## src/design/fsp_map.svh

```systemverilog
/*
 fsp_map.svh: register word indices, field positions, command codes,
 reset values and timing counts of the sector protection block.
 Assumes a 200 MHz system clock and Avalon-MM word addressing.
*/
`ifndef FSP_MAP_SVH
`define FSP_MAP_SVH

// register word indices on the avalon slave
`define FSP_REG_CMD        3'h0
`define FSP_REG_DATA       3'h1
`define FSP_REG_STATUS     3'h2
`define FSP_REG_SEL        3'h3
`define FSP_REG_SECTOR     3'h4
`define FSP_REG_PWRD       3'h5
`define FSP_REG_BANKS      3'h6

// field positions
`define FSP_CMD_OP_LSB     0
`define FSP_CMD_SEC_LSB    8
`define FSP_CMD_WORD_LSB   16
`define FSP_SEL_WORD_LSB   8
`define FSP_BANKS_WR_LSB   8
`define FSP_BANKS_VIEW_LSB 16
`define FSP_ST_BUSY        0
`define FSP_ST_FREEZE      1
`define FSP_ST_PWMODE      2
`define FSP_ST_PLVIEW      3
`define FSP_ST_PWVIEW      4
`define FSP_ST_TIMEOUT     5
`define FSP_ST_REFUSED     6

// command codes
`define FSP_OP_NOP         4'h0
`define FSP_OP_PL_ENTER    4'h1
`define FSP_OP_PL_EXIT     4'h2
`define FSP_OP_PL_PROG     4'h3
`define FSP_OP_PL_ERASE    4'h4
`define FSP_OP_DL_SET      4'h5
`define FSP_OP_DL_CLEAR    4'h6
`define FSP_OP_FREEZE_SET  4'h7
`define FSP_OP_PW_ENTER    4'h8
`define FSP_OP_PW_EXIT     4'h9
`define FSP_OP_PW_PROG     4'hA
`define FSP_OP_PW_UNLOCK   4'hB
`define FSP_OP_PWMODE_LOCK 4'hC
`define FSP_OP_ARRAY_PROG  4'hD

// reset values
`define FSP_PW_RESET       64'hFFFF_FFFF_FFFF_FFFF

// timing
`define FSP_CLK_PERIOD_NS  5
`define FSP_UNLOCK_TIME_NS 1000
`define FSP_UNLOCK_CYCLES  (`FSP_UNLOCK_TIME_NS / `FSP_CLK_PERIOD_NS)

`endif

```

## src/design/fsp_pkg.sv

```systemverilog
/*
 fsp_pkg: types shared by the sector protection block.
 Assumes nothing of its surroundings.
*/
package fsp_pkg;

	// sequencer states
	typedef enum logic [2:0] {
		ST_IDLE,
		ST_PROG,
		ST_FAIL,
		ST_POLL,
		ST_UNLOCK
	} fsp_state_type;

endpackage

```

## src/design/fsp_sector_protect.sv

```systemverilog
/*
 fsp_sector_protect: per-sector persistent and dynamic lock bits, global
 persistent freeze and password unlock, with an Avalon-MM slave.
 Assumes rstn is power-up, hw_reset_n is the asynchronous reset pin,
 and the array engine starts on arr_go.
*/
// Chosen here: register access over Avalon-MM and the register addresses.
// Operation
// - one persistent lock per sector; programmed singly, erased all together.
// - persistent programming blocks reads of bank zero and the target bank.
// - after entry the selected bank shows lock state; exit restores it.
// - with freeze set, persistent program and erase time out unchanged.
// - array change to protected sector is dropped after brief polling.
// - one dynamic lock per sector; set writes 0, clear writes 1.
// - dynamic locks are 0 after power-up and reset.
// - dynamic lock matters only when persistent lock is erased.
// - no polling for dynamic lock change; reads may be synchronous.
// - one global freeze; 0 locks persistent bits, 1 allows changes.
// - freeze clears only on reset, or password unlock in password mode.
// - password mode forces freeze to 0 at reset; exact password clears.
// - unlock takes effect about 1 us after a valid password.
// - password programming only clears bits; setting one times out.
// - password-mode lock hides the password and blocks its programming.
// - only the two lowest word bits select a password word.
// - password entry disables bank zero, other banks stay usable.
// - protected unless both persistent and dynamic bits are 1.
`timescale 1ns/1ps
`include "fsp_map.svh"

module fsp_sector_protect
	import fsp_pkg::*;
#(
	parameter int unsigned NUM_SECTORS  = 16,
	parameter int unsigned NUM_BANKS    = 4,
	parameter int unsigned PROG_CYCLES  = 64,
	parameter int unsigned FAIL_CYCLES  = 64,
	parameter int unsigned POLL_CYCLES  = 8
) (
	input  wire logic                 sys_clk,
	input  wire logic                 rstn,
	input  wire logic                 clk_en,
	input  wire logic                 hw_reset_n,
	input  wire logic [2:0]           avs_address,
	input  wire logic                 avs_read,
	input  wire logic                 avs_write,
	input  wire logic [31:0]          avs_writedata,
	input  wire logic [3:0]           avs_byteenable,
	output logic      [31:0]          avs_readdata,
	output logic                      avs_waitrequest,
	output logic      [NUM_BANKS-1:0] bank_rd_en,
	output logic      [NUM_BANKS-1:0] bank_wr_en,
	output logic      [NUM_BANKS-1:0] bank_lock_view,
	output logic                      arr_go,
	output logic [$clog2(NUM_SECTORS)-1:0] arr_sector
);

	localparam int unsigned SW  = $clog2(NUM_SECTORS);
	localparam int unsigned BW  = $clog2(NUM_BANKS);
	localparam int unsigned SPB = NUM_SECTORS / NUM_BANKS;

	typedef struct packed {
		logic [1:0]             rst_sync;
		logic                   ack;
		logic [31:0]            rdata;
		logic [NUM_SECTORS-1:0] plock;
		logic [NUM_SECTORS-1:0] dlock;
		logic [63:0]            pw;
		logic                   pw_mode;
		logic                   freeze;
		logic [15:0]            data;
		logic [SW-1:0]          sel;
		logic [1:0]             sel_word;
		logic [3:0]             last_op;
		fsp_state_type          st;
		logic [15:0]            timer;
		logic [3:0]             op;
		logic [SW-1:0]          tgt;
		logic [BW-1:0]          view_bank;
		logic                   plock_view;
		logic                   pw_view;
		logic [63:0]            ubuf;
		logic [3:0]             umask;
		logic                   timed_out;
		logic                   refused;
		logic                   arr_go;
		logic [SW-1:0]          arr_sector;
	} fsp_regs_type;

	fsp_regs_type cur;
	fsp_regs_type nxt;

	// bank that holds a sector
	function automatic logic [BW-1:0] bank_of(input logic [SW-1:0] s);
		bank_of = BW'(32'(s) / SPB);
	endfunction

	// sector protection from its two lock bits; freeze plays no part
	function automatic logic is_protected(input logic p, input logic d);
		is_protected = ~(p & d);
	endfunction

	// one access takes two cycles: request seen, then answered
	assign avs_waitrequest = (avs_read | avs_write) & ~cur.ack;
	assign avs_readdata    = cur.rdata;
	assign arr_go          = cur.arr_go;
	assign arr_sector      = cur.arr_sector;

	// bank access gating from the entry modes and the sequencer
	always_comb begin
		logic pl_busy;
		pl_busy = 1'b0;
		pl_busy = (cur.st == ST_PROG) &&
			(cur.op == `FSP_OP_PL_PROG || cur.op == `FSP_OP_PL_ERASE);
		for (int b = 0; b < NUM_BANKS; b++) begin
			bank_lock_view[b] = cur.plock_view &&
				(cur.view_bank == BW'(b));
			bank_rd_en[b] = 1'b1;
			if (cur.pw_view && b == 0) begin
				bank_rd_en[b] = 1'b0;
			end
			if (bank_lock_view[b]) begin
				bank_rd_en[b] = 1'b0;
			end
			if (pl_busy && (b == 0 || bank_of(cur.tgt) == BW'(b))) begin
				bank_rd_en[b] = 1'b0;
			end
			// writes stay off everywhere while locks are being viewed
			bank_wr_en[b] = ~cur.plock_view &&
				~(cur.pw_view && b == 0) && (cur.st == ST_IDLE);
		end
	end

	// next state of everything
	always_comb begin
		logic [31:0] rd;
		logic        wr;
		logic [3:0]  op;
		logic [SW-1:0] sec;
		logic [1:0]  wd;
		logic [3:0]  m;
		logic [15:0] pw_word;
		rd      = 32'h0;
		wr      = avs_write & cur.ack & (avs_byteenable == 4'hF);
		op      = avs_writedata[`FSP_CMD_OP_LSB +: 4];
		sec     = avs_writedata[`FSP_CMD_SEC_LSB +: SW];
		wd      = avs_writedata[`FSP_CMD_WORD_LSB +: 2];
		m       = 4'h0;
		pw_word = cur.pw[{wd, 4'h0} +: 16];
		nxt     = cur;
		nxt.rst_sync = {cur.rst_sync[0], hw_reset_n};
		nxt.ack      = (avs_read | avs_write) & ~cur.ack;
		nxt.arr_go   = 1'b0;

		// read mux; unmapped words read as zero
		case (avs_address)
		`FSP_REG_CMD: begin
			rd[3:0] = cur.last_op;
		end
		`FSP_REG_DATA: begin
			rd[15:0] = cur.data;
		end
		`FSP_REG_STATUS: begin
			rd[`FSP_ST_BUSY]    = (cur.st != ST_IDLE);
			rd[`FSP_ST_FREEZE]  = cur.freeze;
			rd[`FSP_ST_PWMODE]  = cur.pw_mode;
			rd[`FSP_ST_PLVIEW]  = cur.plock_view;
			rd[`FSP_ST_PWVIEW]  = cur.pw_view;
			rd[`FSP_ST_TIMEOUT] = cur.timed_out;
			rd[`FSP_ST_REFUSED] = cur.refused;
		end
		`FSP_REG_SEL: begin
			rd[SW-1:0] = cur.sel;
			rd[`FSP_SEL_WORD_LSB +: 2] = cur.sel_word;
		end
		`FSP_REG_SECTOR: begin
			rd[0] = cur.plock[cur.sel];
			rd[1] = cur.dlock[cur.sel];
			rd[2] = is_protected(cur.plock[cur.sel], cur.dlock[cur.sel]);
		end
		`FSP_REG_PWRD: begin
			// a locked password mode never shows the password
			if (cur.pw_view && !cur.pw_mode) begin
				rd[15:0] = cur.pw[{cur.sel_word, 4'h0} +: 16];
			end
		end
		`FSP_REG_BANKS: begin
			rd[NUM_BANKS-1:0] = bank_rd_en;
			rd[`FSP_BANKS_WR_LSB +: NUM_BANKS] = bank_wr_en;
			rd[`FSP_BANKS_VIEW_LSB +: NUM_BANKS] = bank_lock_view;
		end
		default: begin
			rd = 32'h0;
		end
		endcase
		if (avs_read && !cur.ack) begin
			nxt.rdata = rd;
		end

		// write-one-to-clear of sticky flags; events below win
		if (wr && avs_address == `FSP_REG_STATUS) begin
			if (avs_writedata[`FSP_ST_TIMEOUT]) begin
				nxt.timed_out = 1'b0;
			end
			if (avs_writedata[`FSP_ST_REFUSED]) begin
				nxt.refused = 1'b0;
			end
		end
		if (wr && avs_address == `FSP_REG_DATA) begin
			nxt.data = avs_writedata[15:0];
		end
		if (wr && avs_address == `FSP_REG_SEL) begin
			nxt.sel      = avs_writedata[SW-1:0];
			nxt.sel_word = avs_writedata[`FSP_SEL_WORD_LSB +: 2];
		end

		// command sequencer
		case (cur.st)
		ST_IDLE: begin
			if (wr && avs_address == `FSP_REG_CMD) begin
				nxt.last_op = op;
				nxt.op      = op;
				nxt.tgt     = sec;
				case (op)
				`FSP_OP_PL_ENTER: begin
					nxt.plock_view = 1'b1;
					nxt.view_bank  = bank_of(sec);
				end
				`FSP_OP_PL_EXIT: begin
					nxt.plock_view = 1'b0;
				end
				`FSP_OP_PL_PROG, `FSP_OP_PL_ERASE: begin
					if (!cur.plock_view) begin
						nxt.refused = 1'b1;
					end else if (!cur.freeze) begin
						nxt.st    = ST_FAIL;
						nxt.timer = 16'(FAIL_CYCLES - 1);
					end else begin
						nxt.st    = ST_PROG;
						nxt.timer = 16'(PROG_CYCLES - 1);
					end
				end
				`FSP_OP_DL_SET: begin
					nxt.dlock[sec] = 1'b0;
				end
				`FSP_OP_DL_CLEAR: begin
					nxt.dlock[sec] = 1'b1;
				end
				`FSP_OP_FREEZE_SET: begin
					nxt.freeze = 1'b0;
				end
				`FSP_OP_PW_ENTER: begin
					nxt.pw_view = 1'b1;
					nxt.umask   = 4'h0;
				end
				`FSP_OP_PW_EXIT: begin
					nxt.pw_view = 1'b0;
					nxt.umask   = 4'h0;
				end
				`FSP_OP_PW_PROG: begin
					if (!cur.pw_view || cur.pw_mode) begin
						nxt.refused = 1'b1;
					end else if ((cur.data & ~pw_word) != 16'h0000) begin
						// a cell at 0 cannot go back to 1
						nxt.pw[{wd, 4'h0} +: 16] = pw_word & cur.data;
						nxt.st    = ST_FAIL;
						nxt.timer = 16'(FAIL_CYCLES - 1);
					end else begin
						nxt.pw[{wd, 4'h0} +: 16] = pw_word & cur.data;
						nxt.st    = ST_PROG;
						nxt.timer = 16'(PROG_CYCLES - 1);
					end
				end
				`FSP_OP_PW_UNLOCK: begin
					if (!cur.pw_view || !cur.pw_mode) begin
						nxt.refused = 1'b1;
					end else begin
						nxt.ubuf[{wd, 4'h0} +: 16] = cur.data;
						m = cur.umask | (4'h1 << wd);
						nxt.umask = m;
						if (m == 4'hF) begin
							nxt.umask = 4'h0;
							if (nxt.ubuf == cur.pw) begin
								nxt.st    = ST_UNLOCK;
								nxt.timer = 16'(`FSP_UNLOCK_CYCLES - 1);
							end else begin
								nxt.refused = 1'b1;
							end
						end
					end
				end
				`FSP_OP_PWMODE_LOCK: begin
					nxt.pw_mode = 1'b1;
				end
				`FSP_OP_ARRAY_PROG: begin
					if (is_protected(cur.plock[sec], cur.dlock[sec])) begin
						nxt.st    = ST_POLL;
						nxt.timer = 16'(POLL_CYCLES - 1);
					end else begin
						nxt.arr_go     = 1'b1;
						nxt.arr_sector = sec;
					end
				end
				default: begin
					nxt.op = `FSP_OP_NOP;
				end
				endcase
			end
		end
		ST_PROG: begin
			if (cur.timer == 16'h0000) begin
				nxt.st = ST_IDLE;
				case (cur.op)
				`FSP_OP_PL_PROG: begin
					nxt.plock[cur.tgt] = 1'b0;
				end
				`FSP_OP_PL_ERASE: begin
					nxt.plock = '1;
				end
				default: begin
					nxt.st = ST_IDLE;
				end
				endcase
			end else begin
				nxt.timer = cur.timer - 16'h0001;
			end
		end
		ST_FAIL: begin
			if (cur.timer == 16'h0000) begin
				nxt.st        = ST_IDLE;
				nxt.timed_out = 1'b1;
			end else begin
				nxt.timer = cur.timer - 16'h0001;
			end
		end
		ST_POLL: begin
			// status polling stays up briefly, contents untouched
			if (cur.timer == 16'h0000) begin
				nxt.st      = ST_IDLE;
				nxt.refused = 1'b1;
			end else begin
				nxt.timer = cur.timer - 16'h0001;
			end
		end
		ST_UNLOCK: begin
			if (cur.timer == 16'h0000) begin
				nxt.st     = ST_IDLE;
				nxt.freeze = 1'b1;
			end else begin
				nxt.timer = cur.timer - 16'h0001;
			end
		end
		default: begin
			nxt.st = ST_IDLE;
		end
		endcase

		// a command while busy is dropped and flagged
		if (wr && avs_address == `FSP_REG_CMD && cur.st != ST_IDLE) begin
			nxt.refused = 1'b1;
		end

		// pin reset: volatile state only, nonvolatile cells survive
		if (!cur.rst_sync[1]) begin
			nxt.dlock      = '0;
			nxt.freeze     = ~cur.pw_mode;
			nxt.st         = ST_IDLE;
			nxt.timer      = 16'h0000;
			nxt.plock_view = 1'b0;
			nxt.pw_view    = 1'b0;
			nxt.umask      = 4'h0;
			nxt.timed_out  = 1'b0;
			nxt.refused    = 1'b0;
			nxt.arr_go     = 1'b0;
		end
	end

	// state register; rstn is power-up and loads plock and pw with erased all-ones values
	always_ff @(posedge sys_clk or negedge rstn) begin
		if (!rstn) begin
			cur          <= '0;
			cur.plock    <= '1;
			cur.dlock    <= '0;
			cur.pw       <= `FSP_PW_RESET;
			cur.freeze   <= 1'b1;
			cur.st       <= ST_IDLE;
			cur.last_op  <= `FSP_OP_NOP;
			cur.op       <= `FSP_OP_NOP;
		end else if (clk_en) begin
			cur <= nxt;
		end
	end

endmodule

```

## config.mk

```make
export PLATFORM = sky130hd
export DESIGN_NAME = fsp_sector_protect
export DESIGN_NICKNAME = d
export VERILOG_FILES = /design/src/design/fsp_pkg.sv /design/src/design/fsp_sector_protect.sv
export VERILOG_INCLUDE_DIRS = /design/src /design/src/design
export SDC_FILE = /design/constraint.sdc
export NUM_CORES = 1
export LEC_CHECK = 0
export ABC_AREA = 1
export BUFFER_PORTS_ARGS = -buffer_cell sky130_fd_sc_hd__buf_4
export CAP_MARGIN = 15
export CORE_MARGIN = 3
export CORE_UTILIZATION = 40
export CTS_CLUSTER_DIAMETER = 80
export DETAILED_ROUTE_END_ITERATION = 12
export PLACE_DENSITY = 0.63
export SYNTH_ARGS = -nofsm -noshare
export SYNTH_HDL_FRONTEND = slang
export SYNTH_SLANG_ARGS = --single-unit
```

## constraint.sdc

```tcl
create_clock -name sys_clk -period 2.1 [get_ports sys_clk]
set_input_delay 0.21 -clock sys_clk [delete_from_list [all_inputs] [get_ports sys_clk]]
set_output_delay 0.21 -clock sys_clk [all_outputs]
set_load 0.01 [all_outputs]
```

* Word level (Yosys, flattened, before mapping)
Cells that the tools add are included.
** Word-level totals
- Flip-flop bits (word level) :: 253
- Output and inout port bits :: 50
- Word-level logic and storage cells :: 257
** Operators by class
- Add/subtract/negate cells :: 2
- Magnitude comparators :: 5
- Equal/unequal tests :: 55
- Shifts and indexed selects :: 6
- Mux-type cells :: 88
- Bitwise gates (word level) :: 22
- Reduce and logical (&&, ||, !) cells :: 54
** Operator list (count)
- 64-bit two-way mux :: 3
- 19-bit two-way mux :: 7
- 64-bit bitwise mux :: 2
- 16-bit by 8-bit indexed part select with 64-bit output :: 2
- 64-bit by 7-bit indexed part select with 16-bit output :: 2
- 99-bit two-way mux :: 1
- 16-bit one-hot mux with 2 select lines :: 3
- 82-bit two-way mux :: 1
- 81-bit two-way mux :: 1
- 19-bit one-hot mux with 4 select lines :: 1
- 70-bit two-way mux :: 1
- 68-bit two-way mux :: 1
- 16-bit bitwise AND :: 4
- 64-bit == test :: 1
- 16-bit by 8-bit variable shift with 64-bit output (first input constant) :: 1
- 16-bit two-way mux :: 3
- 16-bit NOT :: 3
- 18-bit two-way mux :: 2
- 4-bit == test (second input constant) :: 8
- 1-bit two-way mux :: 30
- 5-bit AND reduction :: 5
- 4-bit inequality test (second input constant) :: 6
- 4-bit AND reduction :: 6
- 3-bit one-hot mux with 7 select lines :: 1
- 55 further kinds :: 137

* Depth between registers and ports, before layout
- Word-level depth :: 12
- Gate-level depth with buffers :: 28

* Worst setup path before layout
No wires, ideal clock.
- Path type :: in2reg
- Start point :: in avs_writedata[16]
- End point :: reg cur[90] (netlist name)
- Library setup time :: 0.123 ns
- Arrival :: 2.860 ns
- Path slack :: -0.884 ns
- Stages on the path :: 24
- Path through :: buf_4 inv_2 buf_2 buf_2 buf_2 ha_1 inv_2 nand2_1 inv_2 buf_4 nand3_1 nand3_1 nand2_1 nor2_1 nand2_1 nor2_1 nand2_1 nor2_1 nand3_1 a21oi_2 nand2_2 buf_6 nand2_1 o21ai_2
** Between the ends
- Longest elaborated chain between the ends :: 6
** RTL lines
- start: declaration :: RTL line fsp_sector_protect.sv:46 : input wire logic [31:0] avs_writedata,
- 6-bit negator with 8-bit output :: RTL line fsp_sector_protect.sv:277 : nxt.ubuf[{wd, 4'h0} +: 16] = cur.data;
- 16-bit by 8-bit indexed part select with 64-bit output or 16-bit by 8-bit variable shift with 64-bit output (tied branches) :: RTL line fsp_sector_protect.sv:277
- 64-bit bitwise mux :: RTL line fsp_sector_protect.sv:277
- 64-bit == test :: RTL line fsp_sector_protect.sv:282 : if (nxt.ubuf == cur.pw) begin
- 4-bit inequality test (no source line)
- 11-bit AND reduction (no source line) *
- end signal: assignment :: RTL line fsp_sector_protect.sv:389 : cur <= nxt;
- end: declaration :: RTL line fsp_sector_protect.sv:89 : fsp_regs_type cur;
Mark *: on every way between the ends. The rest lies on a longest branch, timed or not.
A chain may end at the register's enable or synchronous reset.

* Worst setup path after layout
- Start point :: in avs_writedata[17]
- End point :: reg cur[98] (netlist name)
The elaborated chain is that of the path after synthesis.

==> results_dict.tcl <==
set metrics [dict create \
    synth_edf_count 0 \
    drt-initial-drc-count 1885 \
    vdd_drop_max_v 0.0004957 \
    grtUsageTotal_pct 30.62 \
    cts_buffers 34 \
    fmax_mhz 404.9 \
    crit_chain "buf_4, clkinvlp_4, ha_4, inv_4, nand2_4, buf_8, buf_4, o21ai_1, nand2_1, nand2_2, nor2_1, nand2_1, nor2_1, nand2_1, nor2_4, nand3_4, a21oi_4, nand2_4, clkbuf_16, nand2_1, o21ai_1" \
    cpMostUsedCell "nand2_1" \
    start_util_pct 40.81 \
    die_w_um 205.3 \
    final_layout_size_suffix_gt1_share_pct 39.40 \
    crit_family "simple AND/OR/NAND/NOR gates" \
    period_share_pct 117.6 \
    worst_slew_pin_slew_ns 0.5882 \
    required_ns 2.53 \
    crit_buf_inv 6 \
    yosys.area_share.adder_pct 0.4727 \
    grt.overflow.total 0 \
    dp_hpwl_um 45460 \
    internal-power_mw 9.242 \
    worst_slack_ns -0.3696 \
    cts_tree "built" \
    synth_top_area_share_pct 27.10 \
    crit_slowest_cell "ha_4" \
    holdWs_ns 0.05456 \
    die_y_um 205.3 \
    wl_met1_um 27000 \
    synth_area_um2 15880 \
    dr.pass1.iters 10 \
    met3_wirelength_um 5990 \
    gp_congestion 0.9909 \
    grt_max_degree 67 \
    rsz0062_at_grt "yes" \
    synthFlopType "dfrtp_1" \
    synth_top_family_by_area "simple AND/OR/NAND/NOR gates" \
    p_seq_share_pct 39.9 \
    ys_ff_latch 253 \
    hold_class "in -> reg" \
    clock_skew_ns 0.008109 \
    dpl_cell_area_um2 20020 \
    pre_cts_slack_ns -1.105 \
    setup_viol 87 \
    violations "setup timing" \
    h-tree-depth 2 \
    slowest_delay_ns 0.39 \
    vias 18110 \
    wl_met2_um 31380 \
    grt_pass1_wl_um 99280 \
    cp-end-kind "register" \
    cts.sinks 253 \
    combPwrFrac_pct 13.2 \
    nFillCells 3391 \
    crit_arrival_ns 2.90 \
    synth_compound_area_share_pct 16.29 \
    ys_async_sr_fraction_pct 100.0 \
    netlist_top_cells_count "nand2_1, inv_1, o21ai_0" \
    clk_pin_slew_ns 0.06 \
    critical_path_class "in -> reg" \
    postLayoutCellArea_um2 23800 \
    syn_inst 2174 \
    coreArea_um2 38920 \
    cts-root-buf "clkbuf_16" \
    final.min_clock_period_ns 2.470 \
    clock_latency_ns 0.55 \
    final-hold-violation-count 0 \
    dieArea_um2 42130 \
    switchingPower_mw 3.489 \
    nets 2744 \
    clock_power_share_pct 46.9 \
    synthXorXnorAreaFrac_pct 0.1655 \
    muxShareOfSynthArea_pct 5.799 \
    synth-simple-area-share_pct 26.63 \
    diodes 0 \
    utilization_pct 61.15 \
    grt_pass1_vias 17180 \
    ios 95 \
    synth_most_common_cell "nand2_1" \
    port_buffers 68 \
    synthTopCellsByArea "dfrtp_1, nand2_1, dfstp_2" \
    total_power_mw 12.73 \
    synth_area_leader_cell "dfrtp_1" \
    drc 0 \
    area_growth_pct 49.86 \
    power.density_nw_per_um2 535.0 \
    worstPathMaxFanout 8 \
    seq_area_frac_synth_pct 40.51 \
    avgSynthCellArea_um2 7.305 \
    clk_path_buf_depth 3 \
    viasPerCell 5.595 \
    highest_layer "met4" \
    switching_share_pct 27.41 \
    rows 72 \
    status "finished with violations" \
    antenna_found_initial 0 \
    critPathLaunchType "primary input" \
    rrSetupSlack_ns -0.36 \
    synthDistinctLibCells 57 \
    yosys_warnings 0 \
    routed_wl_um 68610 \
    final-max-slew-violation-count 0 \
    cap_violations 0 \
    wire_per_inst_um 21.20 \
    slew_headroom_pct 60.74 \
    p_leak_nw 11.77 \
    postRouteAntennaNets 0 \
]
[final cells by class]
cell class | count | area, um2 | share of cell area, %
multi-input combinational | 1578 | 9299 | 39.07
clock buffer | 51 | 1056 | 4.437
clock inverter | 10 | 86.33 | 0.3628
inverter | 229 | 914.6 | 3.843
tap | 518 | 648.1 | 2.723
sequential | 253 | 6442 | 27.07
timing repair buffer | 597 | 5351 | 22.49
[cell usage in the layout, fill, tap and decap left out, types with 26 or more instances in the layout]
| cell type | synthesis | layout |
|---|---|---|
| a21oi_1 | 105 | 104 |
| dfrtp_1 | 172 | 164 |
| buf_4 | 44 | 493 |
| dfstp_2 | 81 | 81 |
| nor2_1 | 178 | 146 |
| mux2_4 | 48 | 48 |
| nand3_1 | 143 | 124 |
| nand2_1 | 653 | 566 |
| buf_6 | 11 | 43 |
| o21ai_0 | 199 | 173 |
| nand2_2 | 1 | 66 |
| clkbuf_16 | 0 | 44 |
| buf_12 | 0 | 29 |
| inv_1 | 219 | 194 |
| o21ai_1 | 14 | 26 |
[metrics by stage]
stage	cells	setup TNS, ns
global placement	3078	-34.20
floorplan	2185	-14.69
finish	3236	-17.67
CTS	3201	-14.21
global route	3236	-29.96
detailed placement	3078	-44.82
[final timing paths]
check,startpoint,end,cells past startpoint
min in group asynchronous,rstn,cur[17],2
worst max-delay path,avs_writedata[17],cur[98],21
worst min-delay path,avs_writedata[0],cur[133],4
worst max register to register,cur[124],cur[98],18
max in group asynchronous,rstn,async pin,3
worst min register to register,cur[216],cur[216],2
[per-layer routing]
metal,GRT usage [%],vias up
met2,49.97,996
met4,13.57,0
met1,40.25,8605
li1,-,8221
met5,0,-
met3,4.888,284
[tightest hold or removal path: stages]
cell and delay (ns):
buf_4 0.13, nor2_1 0.07, inv_1 0.08, o31ai_1 0.07
[cell families after synthesis]
group | count (synthesis)
AND/OR/NAND/NOR | 1038
AO/OA/AOI/OAI | 452
buffers and inverters | 355
flip-flops | 253
multiplexers | 66
adder cells (fa/ha/maj) | 6
XOR/XNOR | 3
other | 1
[power by group through the flow]
stage                     Clock, mW  Combinational (mW)  Sequential, mW
final                          5.97                1.68            5.08
after global routing           6.25                1.79            5.08
after CTS                      6.07                1.55            5.07
after detailed placement          0                1.45            5.15
after global placement            0                1.44            5.14
after floorplan                   0               0.741            5.10
[repair_timing]
action / CTS / global route
pin swaps: 27 / 71
hold endpoints to repair: 58 / 0
resized for setup: 177 / 241
hold buffers: 12 / 0
endpoints found under the setup margin: 174 / 185
gates cloned: 8 / 13
buffers inserted: 43 / 28
(Power assumes the default switching activity.)
